$ cat config.mk
export PLATFORM = sky130hd
export DESIGN_NAME = fis_top
export DESIGN_NICKNAME = d
export VERILOG_FILES = /design/src/logic/fis_pkg.sv /design/src/logic/fis_top.sv
export VERILOG_INCLUDE_DIRS = /design/src /design/src/logic
export SDC_FILE = /design/constraint.sdc
export NUM_CORES = 1
export LEC_CHECK = 0
export BUFFER_PORTS_ARGS = -buffer_cell sky130_fd_sc_hd__buf_2
export CORE_UTILIZATION = 46
export CTS_BUF_LIST = sky130_fd_sc_hd__clkbuf_4
export DETAILED_ROUTE_END_ITERATION = 12
export PLACE_DENSITY_LB_ADDON = 0.15
export SLEW_MARGIN = 25
export SYNTH_ARGS = -nofsm -noshare
export SYNTH_HDL_FRONTEND = slang
export SYNTH_SLANG_ARGS = --single-unit
$ cat constraint.sdc
create_clock -name CLK_I -period 1.65 [get_ports CLK_I]
set_input_delay 0.2475 -clock CLK_I [delete_from_list [all_inputs] [get_ports CLK_I]]
set_output_delay 0.2475 -clock CLK_I [all_outputs]
set_load 0.005 [all_outputs]
$ cat src/logic/fis_defs.svh
// Offsets, field positions, reset values and command codes of the flag block
// Assumes inclusion by the top module and the bench only
`ifndef FIS_DEFS_SVH
`define FIS_DEFS_SVH
// ----------------------------------------
// Register indexes (byte address = 4 x index)
// ----------------------------------------
`define FIS_IDX_INT_STATUS 16'hf241
`define FIS_IDX_LOCK_START 16'hf24c
`define FIS_IDX_LOCK_END 16'hf24d
`define FIS_IDX_IRQ_STS 16'hf250
`define FIS_IDX_IRQ_MSK 16'hf251
`define FIS_IDX_INFO 16'hf252
// ----------------------------------------
// Field positions
// ----------------------------------------
`define FIS_BIT_INT 15
`define FIS_BIT_LOAD 7
`define FIS_BIT_PROG 6
`define FIS_BIT_ERASE 5
`define FIS_BIT_RESET 4
`define FIS_BIT_OTP 6
`define FIS_BIT_OTP1 5
// ----------------------------------------
// Reset values
// ----------------------------------------
`define FIS_RST_COLD 16'h8080
`define FIS_RST_WARM 16'h8010
`define FIS_RST_SBA 10'h000
`define FIS_ECC_NONE 2'h0
// ----------------------------------------
// Command codes
// ----------------------------------------
`define FIS_CMD_LD0 16'h0000
`define FIS_CMD_LD1 16'h000e
`define FIS_CMD_LD2 16'h000c
`define FIS_CMD_LD3 16'h000a
`define FIS_CMD_LD4 16'h0013
`define FIS_CMD_PG0 16'h0080
`define FIS_CMD_PG1 16'h001a
`define FIS_CMD_PG2 16'h001b
`define FIS_CMD_ER0 16'h0094
`define FIS_CMD_ER1 16'h0095
`define FIS_CMD_ER2 16'h0030
`define FIS_CMD_RS0 16'h00b0
`define FIS_CMD_RS1 16'h00f0
`define FIS_CMD_RS2 16'h00f3
`define FIS_CMD_IN0 16'h0065
`define FIS_CMD_IN1 16'h0023
`define FIS_CMD_IN2 16'h0071
`define FIS_CMD_IN3 16'h002a
`define FIS_CMD_IN4 16'h0027
`define FIS_CMD_IN5 16'h002c
`endif

$ cat src/logic/fis_pkg.sv
// Types of the flash interrupt flag block
// Assumes fis_defs.svh is on the include path
package fis_pkg;
  // Flag set: load, program, erase, reset in bit order 3..0
  typedef struct packed {
    logic load;
    logic prog;
    logic erase;
    logic rst;
  } fis_flags_t;
  // Whole state of the top module
  typedef struct packed {
    logic int_bit;
    fis_flags_t flag;
    logic [9:0] lock_first_block_number;
    fis_flags_t irq_sts;
    fis_flags_t irq_msk;
    logic rst_lvl;
    logic [1:0] ecc_main;
    logic [1:0] ecc_spare;
    logic [31:0] rdata;
  } fis_state_t;
endpackage : fis_pkg

$ cat src/logic/fis_top.sv
// Interrupt status flags and lock start block address of a flash controller
// Assumes an APB master on CLK_I, and operation events from same-clock logic
//
// Contract
// - Interrupt pin follows master bit; written zero gives inactive level per polarity.
// - Master bit sets when any class flag sets or listed commands complete.
// - Master, load, program, erase clear on zero write, warm or hot reset, auto-mode command.
// - Reset-done flag clears only on zero write or auto-mode command.
// - Load flag sets on load command completion, buffer load or boot done.
// - Program flag sets on completion of program commands.
// - Erase flag sets on completion of erase commands.
// - Reset flag sets on reset command completion or warm or hot reset release.
// - Status reads 8080h after cold reset, 8010h after warm or hot.
// - Master at bit 15, flags at bits 7 to 4, rest zero.
// - Start block register holds block number in bits 9:0, resets zero.
// - End block location is reserved and has no function.
// - Load interrupted by reset reports both ECC fields as no error.
// - OTP lock bits read one when locked, zero when unlocked.
// - ECC field codes: 00 none, 01 correctable, 10 uncorrectable.
//
// Register access over APB was left to the implementer.
`timescale 1ns/1ps
`include "fis_defs.svh"
module fis_top
  import fis_pkg::*;
(
  // Clock and reset
  input wire logic CLK_I,
  input wire logic RESET_I,
  // APB slave
  input wire logic PSEL_I,
  input wire logic PENABLE_I,
  input wire logic PWRITE_I,
  input wire logic [17:0] PADDR_I,
  input wire logic [31:0] PWDATA_I,
  output logic PREADY_O,
  output logic PSLVERR_O,
  output logic [31:0] PRDATA_O,
  // Configuration held elsewhere
  input wire logic IRQ_POL_I,
  input wire logic AUTO_MODE_I,
  // Controller events
  input wire logic CMD_WR_I,
  input wire logic OP_DONE_I,
  input wire logic [15:0] OP_CODE_I,
  input wire logic BUF_LOAD_DONE_I,
  input wire logic BOOT_DONE_I,
  input wire logic WARM_RST_I,
  input wire logic HOT_RST_I,
  // ECC and OTP inputs
  input wire logic ECC_VALID_I,
  input wire logic [1:0] ECC_MAIN_I,
  input wire logic [1:0] ECC_SPARE_I,
  input wire logic OTP_LOCKED_I,
  input wire logic OTP1_LOCKED_I,
  // Outputs
  output logic INT_PIN_O,
  output logic IRQ_O,
  output logic [9:0] LOCK_BLOCK_O,
  output logic [1:0] MAIN_ECC_O,
  output logic [1:0] SPARE_ECC_O
);

  // ----------------------------------------
  // Command classification
  // ----------------------------------------
  function automatic logic is_load(input logic [15:0] c);
    is_load = (c == `FIS_CMD_LD0) || (c == `FIS_CMD_LD1) || (c == `FIS_CMD_LD2) ||
              (c == `FIS_CMD_LD3) || (c == `FIS_CMD_LD4);
  endfunction : is_load

  function automatic logic is_prog(input logic [15:0] c);
    is_prog = (c == `FIS_CMD_PG0) || (c == `FIS_CMD_PG1) || (c == `FIS_CMD_PG2);
  endfunction : is_prog

  function automatic logic is_erase(input logic [15:0] c);
    is_erase = (c == `FIS_CMD_ER0) || (c == `FIS_CMD_ER1) || (c == `FIS_CMD_ER2);
  endfunction : is_erase

  function automatic logic is_rst(input logic [15:0] c);
    is_rst = (c == `FIS_CMD_RS0) || (c == `FIS_CMD_RS1) || (c == `FIS_CMD_RS2);
  endfunction : is_rst

  // Commands that raise only the master bit
  function automatic logic is_int_only(input logic [15:0] c);
    is_int_only = (c == `FIS_CMD_IN0) || (c == `FIS_CMD_IN1) || (c == `FIS_CMD_IN2) ||
                  (c == `FIS_CMD_IN3) || (c == `FIS_CMD_IN4) || (c == `FIS_CMD_IN5);
  endfunction : is_int_only

  // ----------------------------------------
  // State and decode
  // ----------------------------------------
  fis_state_t q;
  fis_state_t d;
  logic [15:0] idx;
  logic wr_en;
  logic rd_setup;
  logic hit;
  logic rst_act;
  logic rst_rel;
  logic cmd_clr;
  fis_flags_t set_f;
  fis_flags_t zero_f;
  logic set_int;
  logic [15:0] status_word;
  // Cold reset pattern, split into flag bits in the reset branch
  localparam logic [15:0] cold_word = `FIS_RST_COLD;

  // Word index; the low two address bits select no byte lane
  assign idx = PADDR_I[17:2];
  assign wr_en = PSEL_I & PENABLE_I & PWRITE_I;
  assign rd_setup = PSEL_I & ~PENABLE_I & ~PWRITE_I;
  assign hit = (PADDR_I[1:0] == 2'h0) && ((idx == `FIS_IDX_INT_STATUS) ||
               (idx == `FIS_IDX_LOCK_START) || (idx == `FIS_IDX_LOCK_END) ||
               (idx == `FIS_IDX_IRQ_STS) || (idx == `FIS_IDX_IRQ_MSK) ||
               (idx == `FIS_IDX_INFO));

  // Status word assembled from flags; unlisted bits read zero
  always_comb begin
    status_word = 16'h0000;
    status_word[`FIS_BIT_INT] = q.int_bit;
    status_word[`FIS_BIT_LOAD] = q.flag.load;
    status_word[`FIS_BIT_PROG] = q.flag.prog;
    status_word[`FIS_BIT_ERASE] = q.flag.erase;
    status_word[`FIS_BIT_RESET] = q.flag.rst;
  end

  // Event terms: reset level edges, auto-mode clears, class completions
  assign rst_act = WARM_RST_I | HOT_RST_I;
  assign rst_rel = q.rst_lvl & ~rst_act;
  assign cmd_clr = CMD_WR_I & AUTO_MODE_I;
  assign set_f.load = (OP_DONE_I & is_load(OP_CODE_I)) | BUF_LOAD_DONE_I | BOOT_DONE_I;
  assign set_f.prog = OP_DONE_I & is_prog(OP_CODE_I);
  assign set_f.erase = OP_DONE_I & is_erase(OP_CODE_I);
  assign set_f.rst = (OP_DONE_I & is_rst(OP_CODE_I)) | rst_rel;
  assign set_int = (|set_f) | (OP_DONE_I & is_int_only(OP_CODE_I));

  // Zero written to a flag bit of the status word asks to clear it
  always_comb begin
    zero_f = '0;
    if (wr_en && PADDR_I[1:0] == 2'h0 && idx == `FIS_IDX_INT_STATUS) begin
      zero_f.load = ~PWDATA_I[`FIS_BIT_LOAD];
      zero_f.prog = ~PWDATA_I[`FIS_BIT_PROG];
      zero_f.erase = ~PWDATA_I[`FIS_BIT_ERASE];
      zero_f.rst = ~PWDATA_I[`FIS_BIT_RESET];
    end
  end

  // ----------------------------------------
  // Next state; a set in the same cycle as a clear wins
  // ----------------------------------------
  always_comb begin
    d = q;
    d.rst_lvl = rst_act;
    // Resets clear all but the reset flag, which tells software one happened
    d.flag.load = set_f.load | (q.flag.load & ~(zero_f.load | rst_act | cmd_clr));
    d.flag.prog = set_f.prog | (q.flag.prog & ~(zero_f.prog | rst_act | cmd_clr));
    d.flag.erase = set_f.erase | (q.flag.erase & ~(zero_f.erase | rst_act | cmd_clr));
    d.flag.rst = set_f.rst | (q.flag.rst & ~(zero_f.rst | cmd_clr));
    d.int_bit = set_int | (q.int_bit & ~(rst_act | cmd_clr |
                (wr_en && PADDR_I[1:0] == 2'h0 && idx == `FIS_IDX_INT_STATUS &&
                 !PWDATA_I[`FIS_BIT_INT])));
    // Sticky event copies for the bus interrupt, write one to clear
    d.irq_sts = set_f | (q.irq_sts & ~((wr_en && PADDR_I[1:0] == 2'h0 &&
                idx == `FIS_IDX_IRQ_STS) ?
                fis_flags_t'(PWDATA_I[`FIS_BIT_LOAD:`FIS_BIT_RESET]) : fis_flags_t'(4'h0)));
    if (wr_en && PADDR_I[1:0] == 2'h0) begin
      case (idx)
        `FIS_IDX_LOCK_START: d.lock_first_block_number = PWDATA_I[9:0];
        `FIS_IDX_IRQ_MSK: d.irq_msk = fis_flags_t'(PWDATA_I[`FIS_BIT_LOAD:`FIS_BIT_RESET]);
        default: d.lock_first_block_number = q.lock_first_block_number; // End block location takes no write
      endcase
    end
    // ECC result: new command wipes it, a reset mid-load leaves it at no error
    if (rst_act || CMD_WR_I) begin
      d.ecc_main = `FIS_ECC_NONE;
      d.ecc_spare = `FIS_ECC_NONE;
    end else if (ECC_VALID_I) begin
      d.ecc_main = ECC_MAIN_I;
      d.ecc_spare = ECC_SPARE_I;
    end
    // Read data is latched in the setup cycle so the access phase needs no wait
    if (rd_setup) begin
      d.rdata = 32'h0000_0000;
      if (PADDR_I[1:0] == 2'h0) begin
        case (idx)
          `FIS_IDX_INT_STATUS: d.rdata[15:0] = status_word;
          `FIS_IDX_LOCK_START: d.rdata[9:0] = q.lock_first_block_number;
          `FIS_IDX_IRQ_STS: d.rdata[`FIS_BIT_LOAD:`FIS_BIT_RESET] = q.irq_sts;
          `FIS_IDX_IRQ_MSK: d.rdata[`FIS_BIT_LOAD:`FIS_BIT_RESET] = q.irq_msk;
          `FIS_IDX_INFO: begin
            d.rdata[`FIS_BIT_OTP] = OTP_LOCKED_I;
            d.rdata[`FIS_BIT_OTP1] = OTP1_LOCKED_I;
            d.rdata[3:2] = q.ecc_main;
            d.rdata[1:0] = q.ecc_spare;
          end
          default: d.rdata = 32'h0000_0000;
        endcase
      end
    end
  end

  // ----------------------------------------
  // State register
  // ----------------------------------------
  // Cold reset loads the cold pattern; warm release later yields 8010h
  always_ff @(posedge CLK_I or posedge RESET_I) begin
    if (RESET_I) begin
      q <= '0;
      q.int_bit <= cold_word[`FIS_BIT_INT];
      q.flag.load <= cold_word[`FIS_BIT_LOAD];
      q.lock_first_block_number <= `FIS_RST_SBA;
      q.ecc_main <= `FIS_ECC_NONE;
      q.ecc_spare <= `FIS_ECC_NONE;
    end else begin
      q <= d;
    end
  end

  // ----------------------------------------
  // Outputs
  // ----------------------------------------
  // Pin follows master bit; inactive level is the inverse of polarity
  assign INT_PIN_O = q.int_bit ? IRQ_POL_I : ~IRQ_POL_I;
  assign IRQ_O = |(q.irq_sts & q.irq_msk);
  assign PREADY_O = 1'b1;
  assign PSLVERR_O = PSEL_I & PENABLE_I & ~hit;
  assign PRDATA_O = q.rdata;
  assign LOCK_BLOCK_O = q.lock_first_block_number;
  assign MAIN_ECC_O = q.ecc_main;
  assign SPARE_ECC_O = q.ecc_spare;
endmodule : fis_top

# Word-level counts from Yosys, hierarchy flattened
# Index checks and enable logic that the tools add are counted.
# word_totals
register_bits	60
input_bits	86
out_inout_bits	50
elab_cells	143
# classes
n_eq_ne	25
mux	12
bitwise	54
n_reduce_logical	34
# ops
cell	count
16-bit == test (second input constant)	6
16-bit by 8-bit == test with 1-bit output (second input constant)	6
16-bit by 6-bit == test with 1-bit output (second input constant)	5
16-bit by 4-bit == test with 1-bit output (second input constant)	3
16-bit by 5-bit == test with 1-bit output (second input constant)	3
16-bit by 7-bit == test with 1-bit output (second input constant)	2
1-bit logical OR	21
1-bit bitwise OR	19
1-bit AND	17
16-bit logical NOT	1
16-bit two-way mux	1
4-bit two-way mux	4
1-bit inverter	14
2-bit case mux with 5 select lines	1
4-bit AND	2
1-bit case mux with 4 select lines	2
4-bit case mux with 2 select lines	1
4-bit OR reduction	2
6-bit two-way mux	1
1-bit logical AND	5
4-bit inverter	1
4-bit bitwise OR	1
2-bit AND reduction	2
2-bit logical NOT	1
4 further kinds	4

# Logic depth before layout (Yosys ltp)
# logic_depth
word_depth	11
depth_mapped	7
mapped_depth_nobuf	5

# Worst setup path after synthesis
# No wires, ideal clock.
# synth_timing
path_type	input to register
startpoint	input port PADDR_I[10]
endpoint	register q (netlist bit LOCK_BLOCK_O[1])
setup_time_ns	0.125
t_arrival_ns	1.699
t_required_ns	1.525
path_slack_ns	-0.174
path_stages	5
n_path_buf	1
cell_sequence	or4b_4 > nor3_4 > and3_1 > buf_6 > mux2_2
# synth_via
elab_chain_len	2
# synth_rtl
element	line_no	source
start: declaration	fis_top.sv:34	input wire logic [17:0] PADDR_I,
16-bit == test	fis_top.sv:168	case (idx)
2-bit AND reduction (no line)	n/a	
end: declaration	fis_top.sv:93	fis_state_t q;
# Every way passes these cells.
# A chain may end at the register's enable or synchronous reset.

# Worst setup path in the final report
# layout_timing
startpoint	input port PADDR_I[12]
endpoint	register q (netlist bit LOCK_BLOCK_O[9])
# Same word-level chain as after synthesis.

==> results.json <==
{
  "via_count_of_the_first_global_routing_pass": 1850,
  "yosys-top-cells-area": "dfrtp_1 (37%), buf_4 (14%), mux2_2 (5.5%)",
  "cts_tree": "yes",
  "setup_repair_after_global_routing_missed_its_margin": "true",
  "final.hold.worst_slack_ns": -0.002739,
  "fin_tns_setup_ns": -0.1370,
  "routabilityCongestion": 0.8855,
  "syn_inst": 261,
  "grt_start_max_net_pins": 40,
  "final_nets": 434,
  "groute.usage.overall_pct": 20.60,
  "std_cell_rows": 26,
  "clock-sinks": 39,
  "max-slew-margin-rel_pct": 66.22,
  "cp_cell_sequence": "buf_6, or4b_4, nor3_4, buf_4, and3_4, buf_12, mux2_2",
  "cap_viol_max_count": 0,
  "slew_viol_final": 0,
  "vdd.ir_drop.worst_v": 0.0003620,
  "routed_wirelength_mm": 5.893,
  "syn-mean-instance-area_sq_um": 9.477,
  "path_clk_slew_ns": 0.12,
  "setup.worst_path.end_class": "flop",
  "synth_seq_cells": 39,
  "worstSetupStartpointType": "input port",
  "worst-slew-pin-transition_ns": 0.5067,
  "max-clock-path-buffers": 2,
  "clkLatencyLatePin_ns": 0.35,
  "cp.required_ns": 1.89,
  "postLayoutCoreUtil_pct": 59.08,
  "timing.critical_path.fanout_max": 10,
  "die_area_sq_um": 5675,
  "grt_antenna_before_repair": 0,
  "worst_r2r_path_depth": 4,
  "port_buffers": 92,
  "async_reset_ff_share_pct": 100.0,
  "fmax_ghz": 0.5979,
  "violations": "hold timing, setup timing",
  "antenna_cells_inserted": 0,
  "grt_pass1_wl_mm": 8.707,
  "min-delay-path-class": "input port to async pin",
  "globalRouteOverflowTotal": 0,
  "rr_startpoint": "q[42]$_DFF_PP0_",
  "worst-setup-path-type": "input port to flop",
  "finalCritPeriodShare_pct": 101.4,
  "finalClockSkew_ns": 0.007385,
  "io_pins": 136,
  "ys_seq_area_share_pct": 39.55,
  "drt_first_pass_iters": 4,
  "cts_root_buf": "clkbuf_4",
  "via_count": 2156,
  "timing.final.ws_setup_ns": -0.02243,
  "finalHoldViolCount": 1,
  "detailedPlacementHpwl_mm": 4.641,
  "summed_instance_area_of_the_synthesized_netlist_sq_um": 2474,
  "critical_path_arrival_ns": 1.92,
  "placeableCoreArea_sq_um": 5140,
  "netlist.top_cell.by_area": "dfrtp_1",
  "outcome": "finished, violations left",
  "floorplan.die.width_microns": 75.33,
  "synth.distinct_cells": 49,
  "ys.warnings.count": 0,
  "p_leak_nw": 1.569,
  "drive_gt1_share_pct": 42.69,
  "finalCriticalPeriod_ns": 1.672,
  "drt-vias-per-instance": 5.146,
  "numCtsBuffers": 5,
  "wire_per_inst_microns": 14.06,
  "r2r_end": "PRDATA_O[5]$_DFFE_PP0P_",
  "critPathSlowestCell": "or4b_4",
  "power.density_nw_per_um2": 616.8,
  "setup-violations-final": 9,
  "synth_edf_count": 0,
  "area.growth.synth_to_final_pct": 22.76,
  "drt_first_iter_violations": 118,
  "die_height_microns": 75.33,
  "cts_max_level": 2,
  "critical_path.max_stage_delay_ns": 0.55,
  "floorplan.initialDensity_pct": 48.13,
  "detail_route.drc_violations": 0,
  "antenna_left": 0,
  "area_share_of_the_largest_cell_type_after_synthesis_pct": 37.43,
  "postSynth.topFlopCell": "dfrtp_1",
  "rrSetupSlack_ns": 0.43
}
-- per-layer routing --
metal | vias to the layer above | track usage [%] | wire (microns)
met2 | 101 | 33.63 | 2752
li1 | 1042 | - | -
met3 | 4 | 3.968 | 413
met4 | 0 | 4.938 | 40
met5 | - | 0 | 0
met1 | 1009 | 28.47 | 2687
-- Yosys cell counts (2+ instances only) --
master,instances
buf_4,47
dfrtp_1,37
nand2_1,25
nor2_1,15
mux2_2,12
o21ai_0,11
clkbuf_1,9
a22oi_1,6
mux2i_1,6
a21oi_1,5
and3_1,5
inv_1,5
nor3_1,5
o211ai_1,5
a22o_1,4
a31oi_1,4
nand4_1,4
nor2b_1,4
o2bb2ai_1,4
and2_1,3
nand3_1,3
nand4bb_1,3
nor4_1,3
nor4b_1,3
a221oi_1,2
a222oi_1,2
and4_1,2
buf_2,2
conb_1,2
dfstp_2,2
mux2_1,2
nand4b_1,2
-- cells in the final DEF (no fill, tap or decap), drive strengths merged, types with 3 or more instances in the layout --
cell type  instances
o21ai             11
buf              119
nand2             25
clkbuf             5
o2bb2ai            4
a21oi              5
nor3               6
dfrtp             37
mux2              14
a31oi              4
and3               5
o211ai             5
inv                5
a22o               4
conb              22
nand4              4
and2               3
nor2              15
a22oi              6
mux2i              6
nand4bb            3
nor4               3
nor4b              3
nor2b              4
nand3              3
-- what timing repair did --
item / 4_1_cts / 5_1_grt
buffers inserted: 0 / 1
setup endpoints to repair: 1 / 1
pin swaps: 0 / 3
cloned: 0 / 0
hold buffers: 0 / 0
resized for setup: 1 / 8
-- logic make-up (layout without fill, tap and decap cells) --
family,after synthesis,count (layout),synth area share (%)
and+or+nand+nor,85,85,19.37
other,2,22,0.3036
muxes,20,20,8.801
AOI/OAI and AO/OA,50,50,14.37
xor gates and xnor gates,1,1,0.3541
DFF,39,39,39.55
buffers and inverters,64,132,17.25
-- worst max-delay path by stage --
| stage | from | end | slack [ns] | depth (start not counted) |
|---|---|---|---|---|
| 2_1_floorplan | PADDR_I[10] | LOCK_BLOCK_O[1]$_DFFE_PP0P_ | -0.10 | 5 |
| 3_3_place_gp | PADDR_I[10] | LOCK_BLOCK_O[3]$_DFFE_PP0P_ | -0.24 | 6 |
| 3_5_place_dp | PADDR_I[10] | LOCK_BLOCK_O[9]$_DFFE_PP0P_ | -0.28 | 6 |
| 4_1_cts | PADDR_I[10] | PSLVERR_O | -0.01 | 6 |
| 5_1_grt | PADDR_I[12] | PSLVERR_O | -0.07 | 6 |
| 6_report | PADDR_I[12] | LOCK_BLOCK_O[9]$_DFFE_PP0P_ | -0.02 | 7 |
-- flip-flops by register name, summed over array words and instances (netlist names) --
name,cells
MAIN_ECC_O,2
PRDATA_O,11
LOCK_BLOCK_O,10
SPARE_ECC_O,2
q,14
-- final cells by class --
| class | count | area [sq um] |
|---|---|---|
| Clock buffer | 5 | 37.54 |
| Timing Repair Buffer | 119 | 691.9 |
| Clock inverter | 3 | 43.79 |
| Fill cell | 469 | 2103 |
| Inverter | 5 | 18.77 |
| Sequential cell | 39 | 978.4 |
| Multi-Input combinational cell | 178 | 1179 |
| Tap cell | 70 | 87.58 |
-- per-stage QoR --
stage | area, sq um | worst slack [ns] | power, mW | hold WS (ns) | std cells
2_1_floorplan | 2572 | -0.1024 | 1.144 | 0.3642 | 281
3_3_place_gp | 2914 | -0.2373 | 1.240 | 0.4005 | 410
3_5_place_dp | 2914 | -0.2784 | 1.243 | 0.3953 | 410
4_1_cts | 3002 | -0.01485 | 1.889 | 0.003371 | 418
5_1_grt | 3037 | -0.06895 | 1.954 | 0.03588 | 419
6_report | 3037 | -0.02243 | 1.873 | -0.002739 | 419
-- power by group --
part / internal, mW / switching [mW] / leakage, nW
Sequential: 0.967 / 0.00605 / 0.521
Combinational: 0.119 / 0.136 / 1.00
Clock: 0.319 / 0.326 / 0.0452
-- worst max-delay path, delay by kind of cell --
kind          cells  cell delay, ns
simple gates      3            0.96
buf+inv           3            0.37
mux               1            0.33
Note: power is estimated with default switching activity, not from simulation.
